$ cat src/rtl/mst_regs.svh
// register offsets, field positions and constants of the transfer engine
`ifndef MST_REGS_SVH
`define MST_REGS_SVH
`define MST_OFS_CTRL 4'h0
`define MST_OFS_CHPTR 4'h1
`define MST_OFS_STATUS 4'h2
`define MST_OFS_MASK 4'h3
`define MST_OFS_MODE 4'h4
`define MST_OFS_STATE 4'h5
`define MST_CTRL_HIGH_MAP 0
`define MST_MODE_VEC_BIT 7
`define MST_MODE_HI_BIT 6
`define MST_MODE_MID_BIT 5
`define MST_MODE_LO_BIT 4
`define MST_ST_DONE_BIT 0
`define MST_ST_END_BIT 1
`define MST_ST_VEC_BIT 2
`define MST_LOW_MAP_BASE 20'h0fe00
`define MST_HIGH_MAP_BASE 20'hffe00
`define MST_RESET_CTRL 8'h00
`define MST_RESET_MASK 8'h00
`define MST_RESET_CHPTR 8'h00
`define MST_TYPE_C_CODE 2'h3
`define MST_OFS_COUNT 8'h00
`define MST_OFS_PREG 8'h01
`define MST_OFS_MODEB 8'h01
`endif

$ cat src/rtl/mst_pkg.sv
// types of the transfer engine
package mst_pkg;
    typedef enum logic [2:0] {
        MST_IDLE = 3'b000,
        MST_RD_MODE = 3'b001,
        MST_RD_CNT = 3'b011,
        MST_RD_PREG = 3'b010,
        MST_MOVE_RD = 3'b110,
        MST_MOVE_WR = 3'b111,
        MST_WR_CNT = 3'b101,
        MST_DONE = 3'b100
    } mst_state_t;
    typedef enum logic [1:0] {
        MST_PTR_DEC_KEEP = 2'h0,
        MST_PTR_DEC_BOTH = 2'h1,
        MST_PTR_INC_KEEP = 2'h2,
        MST_PTR_INC_BOTH = 2'h3
    } mst_ptr_upd_t;
endpackage

$ cat src/rtl/mst_engine.sv
// type A transfer engine with mode byte decode and avalon register slave
//
// Operation
// - at count zero, mode bit 7 low raises an interrupt, high instead marks the next request vectored.
// - for type C the upper mode bit picks 1 or 2 byte timer data, middle enables addition, low ring.
// - channels live in a 256-byte window at fe00 for low map or ffe00 for high map.
// - the channel pointer is the low byte of the highest channel address, upper bits fixed.
// - each type A service moves data between channel buffer and a peripheral register.
// - one 8 or 16 bit transfer per request, repeating until the count is used up.
// - the type A count is an 8-bit counter in the channel, locating the buffer with the pointer.
// - an 8-bit register pointer in the channel gives the peripheral register's low address byte.
// - one-byte buffer address is channel pointer minus count minus 1.
// - two-byte buffer address is channel pointer minus twice the count minus 1.
// - software keeps the mode byte in ram just above the channel pointer and the engine fetches it there.
// - for types A and B, low mode bit is direction and upper mode bit is size.
//
// The Avalon-MM interface to the registers and the address map were chosen for this implementation.
`timescale 1ns/10ps
`include "mst_regs.svh"
module mst_engine (
    // clock and reset
    input wire logic clock,
    input wire logic reset,
    // avalon register slave
    input wire logic [3:0] avs_address,
    input wire logic avs_read,
    input wire logic avs_write,
    input wire logic [31:0] avs_writedata,
    input wire logic [3:0] avs_byteenable,
    output logic [31:0] avs_readdata,
    output logic avs_waitrequest,
    // service request from interrupt controller
    input wire logic service_req,
    output logic service_ack,
    output logic end_irq_req,
    output logic vectored_next,
    // internal ram port, one cycle read latency
    output logic [19:0] ram_addr,
    output logic ram_rd,
    output logic ram_wr,
    output logic [7:0] ram_wdata,
    input wire logic [7:0] ram_rdata,
    // peripheral register port, one cycle read latency
    output logic [7:0] periph_addr,
    output logic periph_rd,
    output logic periph_wr,
    output logic [7:0] periph_wdata,
    input wire logic [7:0] periph_rdata,
    // type C decode and interrupt
    output logic type_c_sel,
    output logic timer_size_two,
    output logic auto_add_en,
    output logic ring_en,
    output logic [1:0] ptr_update,
    output logic irq
);
    // buffer address from pointer and count
    function automatic logic [7:0] buf_low(input logic [7:0] chp, input logic [7:0] cnt,
                                          input logic two);
        logic [7:0] step;
        step = two ? {cnt[6:0], 1'b0} : cnt;
        buf_low = chp - step - 8'h01;
    endfunction

    mst_pkg::mst_state_t state, next_state;
    logic [7:0] ctrl, next_ctrl, chptr, next_chptr, mask, next_mask;
    logic [7:0] status, next_status, mode, next_mode, count, next_count;
    logic [7:0] preg, next_preg, data, next_data;
    logic byte_idx, next_byte_idx, vec_pend, next_vec_pend;
    logic [19:0] base;
    logic two, to_mem;

    // window base and mode field decode
    assign base = ctrl[`MST_CTRL_HIGH_MAP] ? `MST_HIGH_MAP_BASE : `MST_LOW_MAP_BASE;
    assign two = mode[`MST_MODE_HI_BIT];
    assign to_mem = mode[`MST_MODE_LO_BIT];
    assign type_c_sel = (mode[3:2] == `MST_TYPE_C_CODE);
    assign ptr_update = type_c_sel ? mode[1:0] : 2'h0;
    assign timer_size_two = type_c_sel & mode[`MST_MODE_HI_BIT];
    assign auto_add_en = type_c_sel & mode[`MST_MODE_MID_BIT];
    assign ring_en = type_c_sel & mode[`MST_MODE_LO_BIT];
    assign irq = |(status & mask);
    assign vectored_next = vec_pend;
    assign avs_waitrequest = 1'b0;

    // sequencing, bus ports and register writes
    always_comb begin
        next_state = state;
        next_ctrl = ctrl;
        next_chptr = chptr;
        next_mask = mask;
        next_status = status;
        next_mode = mode;
        next_count = count;
        next_preg = preg;
        next_data = data;
        next_byte_idx = byte_idx;
        next_vec_pend = vec_pend;
        ram_addr = 20'h00000;
        ram_rd = 1'b0;
        ram_wr = 1'b0;
        ram_wdata = data;
        periph_addr = preg;
        periph_rd = 1'b0;
        periph_wr = 1'b0;
        periph_wdata = data;
        service_ack = 1'b0;
        end_irq_req = 1'b0;
        case (state)
            mst_pkg::MST_IDLE: begin
                if (service_req) begin
                    // counter sits at the pointer, mode byte just above the channel
                    ram_addr = base | {12'h000, chptr + `MST_OFS_MODEB};
                    ram_rd = 1'b1;
                    next_state = mst_pkg::MST_RD_MODE;
                end
            end
            mst_pkg::MST_RD_MODE: begin
                next_mode = ram_rdata;
                ram_addr = base | {12'h000, chptr - `MST_OFS_COUNT};
                ram_rd = 1'b1;
                next_state = mst_pkg::MST_RD_CNT;
            end
            mst_pkg::MST_RD_CNT: begin
                next_count = ram_rdata;
                ram_addr = base | {12'h000, chptr - `MST_OFS_PREG};
                ram_rd = 1'b1;
                next_byte_idx = 1'b0;
                next_state = mst_pkg::MST_RD_PREG;
            end
            mst_pkg::MST_RD_PREG: begin
                next_preg = ram_rdata;
                if (type_c_sel || count == 8'h00) begin
                    next_state = mst_pkg::MST_DONE;
                end else begin
                    next_state = mst_pkg::MST_MOVE_RD;
                end
            end
            mst_pkg::MST_MOVE_RD: begin
                // source read, byte index selects the upper byte of a word
                if (to_mem) begin
                    periph_addr = preg + {7'h00, byte_idx};
                    periph_rd = 1'b1;
                end else begin
                    ram_addr = base | {12'h000, buf_low(chptr, count, two) - {7'h00, byte_idx}};
                    ram_rd = 1'b1;
                end
                next_state = mst_pkg::MST_MOVE_WR;
            end
            mst_pkg::MST_MOVE_WR: begin
                if (to_mem) begin
                    ram_addr = base | {12'h000, buf_low(chptr, count, two) - {7'h00, byte_idx}};
                    ram_wdata = periph_rdata;
                    ram_wr = 1'b1;
                    next_data = periph_rdata;
                end else begin
                    periph_addr = preg + {7'h00, byte_idx};
                    periph_wdata = ram_rdata;
                    periph_wr = 1'b1;
                    next_data = ram_rdata;
                end
                if (two && !byte_idx) begin
                    next_byte_idx = 1'b1;
                    next_state = mst_pkg::MST_MOVE_RD;
                end else begin
                    next_state = mst_pkg::MST_WR_CNT;
                end
            end
            mst_pkg::MST_WR_CNT: begin
                ram_addr = base | {12'h000, chptr - `MST_OFS_COUNT};
                ram_wdata = count - 8'h01;
                ram_wr = 1'b1;
                next_count = count - 8'h01;
                next_status[`MST_ST_DONE_BIT] = 1'b1;
                if (count == 8'h01) begin
                    if (mode[`MST_MODE_VEC_BIT]) begin
                        next_vec_pend = 1'b1;
                        next_status[`MST_ST_VEC_BIT] = 1'b1;
                    end else begin
                        end_irq_req = 1'b1;
                        next_status[`MST_ST_END_BIT] = 1'b1;
                    end
                end
                next_state = mst_pkg::MST_DONE;
            end
            mst_pkg::MST_DONE: begin
                service_ack = 1'b1;
                if (vec_pend && state == mst_pkg::MST_DONE && count != 8'h00) begin
                    next_vec_pend = 1'b1;
                end
                next_state = mst_pkg::MST_IDLE;
            end
            default: next_state = mst_pkg::MST_IDLE;
        endcase
        // a new request while vectored pending consumes the pending flag
        if (state == mst_pkg::MST_IDLE && service_req && vec_pend) begin
            next_vec_pend = 1'b0;
        end
        // register writes, status cleared by writing one, set wins unless the bit was already set
        if (avs_write && avs_byteenable[0]) begin
            case (avs_address)
                `MST_OFS_CTRL: next_ctrl = avs_writedata[7:0];
                `MST_OFS_CHPTR: next_chptr = avs_writedata[7:0];
                `MST_OFS_MASK: next_mask = avs_writedata[7:0];
                `MST_OFS_STATUS: next_status = (status & ~avs_writedata[7:0]) |
                                               (next_status & ~status);
                default: next_ctrl = next_ctrl;
            endcase
        end
    end

    // read data mux, unmapped reads zero
    always_comb begin
        avs_readdata = 32'h00000000;
        if (avs_read) begin
            case (avs_address)
                `MST_OFS_CTRL: avs_readdata = {24'h000000, ctrl};
                `MST_OFS_CHPTR: avs_readdata = {24'h000000, chptr};
                `MST_OFS_STATUS: avs_readdata = {24'h000000, status};
                `MST_OFS_MASK: avs_readdata = {24'h000000, mask};
                `MST_OFS_MODE: avs_readdata = {24'h000000, mode};
                `MST_OFS_STATE: avs_readdata = {16'h0000, count, 4'h0, vec_pend, state};
                default: avs_readdata = 32'h00000000;
            endcase
        end
    end

    // state registers
    always_ff @(posedge clock) begin
        if (reset) begin
            state <= mst_pkg::MST_IDLE;
            ctrl <= `MST_RESET_CTRL;
            chptr <= `MST_RESET_CHPTR;
            mask <= `MST_RESET_MASK;
            status <= 8'h00;
            mode <= 8'h00;
            count <= 8'h00;
            preg <= 8'h00;
            data <= 8'h00;
            byte_idx <= 1'b0;
            vec_pend <= 1'b0;
        end else begin
            state <= next_state;
            ctrl <= next_ctrl;
            chptr <= next_chptr;
            mask <= next_mask;
            status <= next_status;
            mode <= next_mode;
            count <= next_count;
            preg <= next_preg;
            data <= next_data;
            byte_idx <= next_byte_idx;
            vec_pend <= next_vec_pend;
        end
    end

    // end of count outcome follows mode bit 7
    property p_end_irq;
        @(posedge clock) disable iff (reset)
        end_irq_req |-> !mode[7] && count == 8'h01;
    endproperty
    a_end_irq: assert property (p_end_irq) else $error("end irq with wrong mode or count");

    property p_count_dec;
        @(posedge clock) disable iff (reset)
        state == mst_pkg::MST_WR_CNT |=> count == $past(count) - 8'h01;
    endproperty
    a_count_dec: assert property (p_count_dec) else $error("count not decremented");

    property p_window;
        @(posedge clock) disable iff (reset)
        (ram_rd || ram_wr) |-> ram_addr[19:8] == base[19:8];
    endproperty
    a_window: assert property (p_window) else $error("ram access outside window");

    property p_one_byte_addr;
        @(posedge clock) disable iff (reset)
        (state == mst_pkg::MST_MOVE_RD && !to_mem && !two)
            |-> ram_addr[7:0] == chptr - count - 8'h01;
    endproperty
    a_one_byte_addr: assert property (p_one_byte_addr) else $error("byte buffer address");

    property p_two_byte_addr;
        @(posedge clock) disable iff (reset)
        (state == mst_pkg::MST_MOVE_RD && !to_mem && two && !byte_idx)
            |-> ram_addr[7:0] == chptr - {count[6:0], 1'b0} - 8'h01;
    endproperty
    a_two_byte_addr: assert property (p_two_byte_addr) else $error("word buffer address");

    property p_dir;
        @(posedge clock) disable iff (reset)
        periph_wr |-> !to_mem && $past(ram_rd);
    endproperty
    a_dir: assert property (p_dir) else $error("peripheral write in wrong direction");

    property p_preg;
        @(posedge clock) disable iff (reset)
        (periph_rd || periph_wr) |-> periph_addr[7:1] == preg[7:1] || periph_addr == preg + 8'h01;
    endproperty
    a_preg: assert property (p_preg) else $error("peripheral address not from pointer");

    property p_type_c;
        @(posedge clock) disable iff (reset)
        ring_en |-> mode[3:2] == 2'h3 && mode[4];
    endproperty
    a_type_c: assert property (p_type_c) else $error("ring enable outside type c");
endmodule // mst_engine

$ cat config.mk
export PLATFORM = sky130hd
export DESIGN_NAME = mst_engine
export DESIGN_NICKNAME = d
export VERILOG_FILES = /design/src/rtl/mst_pkg.sv /design/src/rtl/mst_engine.sv
export VERILOG_INCLUDE_DIRS = /design/src /design/src/rtl
export SDC_FILE = /design/constraint.sdc
export NUM_CORES = 1
export LEC_CHECK = 0
export BUFFER_PORTS_ARGS = -buffer_cell sky130_fd_sc_hd__buf_4
export CAP_MARGIN = 20
export CORE_MARGIN = 5
export CORE_UTILIZATION = 41
export DETAILED_ROUTE_END_ITERATION = 7
export PLACE_DENSITY_LB_ADDON = 0.08
export SLEW_MARGIN = 20
export SYNTH_ARGS = -nofsm -noshare
export SYNTH_HDL_FRONTEND = slang
export SYNTH_SLANG_ARGS = --single-unit
export TNS_END_PERCENT = 100
$ cat constraint.sdc
create_clock -name clock -period 7.75 [get_ports clock]
set_clock_uncertainty 0.15 [all_clocks]
set_input_delay 0.3875 -clock clock [delete_from_list [all_inputs] [get_ports clock]]
set_output_delay 0.3875 -clock clock [all_outputs]
set_load 0.05 [all_outputs]
==> results.yml <==
outcome:
  status: "finished clean"
sta:
  slew_headroom_pct: 43.64
  fmax_ghz: 0.2509
  slew_viol_final: 0
  period_share_pct: 51.42
  finalSetupViolCount: 0
  finalHoldViolCount: 0
  min_period_ns: 3.985
  rsz0062_at_grt: "no"
  fin_setup_tns_ns: 0
  tightestPinTransition_ns: 0.8442
  layout_setup_ws_ns: 3.765
pwr:
  finalPower_mw: 1.077
  ir_drop_v: 0.0001400
  leakage_nw: 2.502
  power_density_mw_per_mm2: 179.3
route:
  top_layer: "met4"
  routedWlPerCell_um: 18.27
  dr.pass1.iters: 5
  wirelength_mm: 15.05
  route.detailed.drc: 0
  wl_met3_um: 931
  dr_wl_met2_mm: 6.790
  wl_met1_mm: 7.069
  vias_per_cell: 5.578
  vias: 4596
  drt_iter0_markers: 415
  final_antenna_net_count: 0
die:
  core-area_mm2: 0.01196
  start_util_pct: 41.78
  die_w_um: 120.4
  die_h_um: 120.4
  pin_count: 152
  die_area_mm2: 0.01450
  fp-row-count: 40
critical_path:
  critPathCaptureType: "primary output"
  crit_arrival_ns: 3.45
  cp.required_ns: 7.21
  start_kind: "flop"
  crit_type: "flop to primary output"
  cp_max_fo: 22
clock_tree:
  cts_root_buf: "clkbuf_16"
  cts_resized: 0
  htreeDepth: 3
  cts_hold_buf: 0
  cts_num_sinks: 69
  cts_tree: "done"
  cts_max_path_buffers: 2
  clock_latency_ns: 0.33
  cts_inserted_buffers: 9
  post_cts_buffers: 0
  clkTransAtPathRegs_ns: 0.05
cells_and_area:
  postLayoutCellArea_mm2: 0.006006
  final_util_pct: 50.21
  area_delta_synth_final_pct: 20.18
  finish.net_count: 754
  diodes: 0
  drive_gt1_share_pct: 22.90
yosys:
  synthTopCellsByArea: "dfxtp_1 28%, mux2i_1 9.2%, nor2_1 5.6%, buf_4 5.1%, ha_1 5.0%"
  yosys_warnings: 0
  syn_area_mm2: 0.004997
  ys_async_sr_fraction_pct: 0
  yosys-top-cells-count: "74 x nor2_1, 69 x dfxtp_1, 46 x mux2i_1"
  synth-seq-cells: 69
  ys_seq_area_share_pct: 27.64
  netlist.area_leader.share_pct: 27.64
  syn_inst: 602
  synth-main-ff-cell: "dfxtp_1"
  yosysTopAreaCell: "dfxtp_1"
  ys_types: 66
  yosysMostFrequentCell: "nor2_1"
  synth_edf_count: 0
  synth_area_per_cell_um2: 8.301
place:
  dp_slack_ns: 4.118
  place_congestion: 0.8979
  hpwl_mm: 11.35
  placed_cell_area_mm2: 0.005645
  io_buffers: 106
global_route:
  grtUsageTotal_pct: 20.40
  grt_overflow: 0
  grt_pass1_vias: 4426
  antenna_found_initial: 0
  grt_pass1_wl_mm: 23.47
  grt_max_degree: 70
worst_hold_path:
  hold_path.class: "primary input to flop"
run:
  maxCapViolCount: 0
-- kinds of logic (layout without fill, tap and decap cells) --
kind of cell,count (synthesis),in the layout,share of synthesized area [%]
xor+xnor,24,24,4.206
other cells,1,18,0.07504
simple gates,200,200,21.48
flops,69,69,27.64
compound gates,130,130,17.90
mux,62,62,13.04
buf+inv,95,153,10.24
fa+ha+maj,21,21,5.408
-- path summary, 6_finish.rpt --
check / startpoint / end / slack (ns) / depth (start not counted)
worst max-delay path: state[0]$_SDFFE_PP0P_ / ram_addr[19] / 3.76 / 6
worst min-delay path: avs_writedata[5] / status[5]$_SDFFE_PP0P_ / 0.11 / 2
worst max register to register: state[0]$_SDFFE_PP0P_ / status[1]$_SDFF_PP0_ / 5.19 / 5
worst min register to register: status[6]$_SDFFE_PP0P_ / status[6]$_SDFFE_PP0P_ / 0.33 / 2
-- cell usage in the layout, fill, tap and decap left out, types with 4 or more instances in the layout --
master / instances
mux2_2: 15
mux2i_1: 46
buf_4: 106
a22oi_1: 23
and3_1: 14
o21ai_0: 18
conb_1: 18
a21o_1: 5
ha_1: 20
xor2_1: 9
dfxtp_1: 69
inv_1: 30
a221oi_1: 11
and2_1: 9
a31oi_1: 4
nand2b_1: 12
nand3_1: 6
nand4_1: 7
o22ai_1: 6
a211oi_1: 11
clkbuf_16: 9
nor3_1: 16
nor2_1: 74
nand2_1: 35
a221o_1: 5
a21oi_1: 28
xnor2_1: 15
-- layout make-up --
type	count	area (um^2)
clock buffers	13	270.3
clock inverters	3	90.09
fillers	1199	5956
inverters	31	116.4
multi-input cells	455	3168
flip-flops and latches	69	1381
well taps	147	183.9
repair buffers	106	795.8
-- report_power, final --
part           switching (mW)  internal (mW)  total (mW)
Combinational           0.134         0.0664       0.201
Clock                   0.156          0.341       0.497
Sequential             0.0174          0.362       0.379
-- stage by stage --
stage | hold WS, ns | std cells
2_1_floorplan | 0.2881 | 619
3_3_place_gp | 0.3025 | 808
3_5_place_dp | 0.3129 | 808
4_1_cts | 0.1013 | 824
5_1_grt | 0.1123 | 824
6_report | 0.1095 | 824
-- sequential cells by signal (all words and copies together) (netlist names), named ones only --
| signal | flops |
|---|---|
| count | 8 |
| state | 2 |
| vectored_next | 1 |
| status | 8 |
| ctrl | 8 |
| mode | 8 |
| chptr | 8 |
| data | 8 |
| byte_idx | 1 |
| mask | 8 |
| preg | 8 |
-- layer usage --
layer,vias to the layer above,track usage [%]
met3,19,4.116
met4,0,6.516
met1,2193,29.01
li1,2257,-
met2,127,30.95
met5,-,0
-- critical path: stages, from the launching register on --
cell and delay [ns]:
dfxtp_1 0.85, and3_1 0.70, and2_0 0.66, nor2_8 0.12, nand2b_1 0.31, and2_1 0.25
buf_4 0.22
Note: power is estimated with default switching activity, not from simulation.
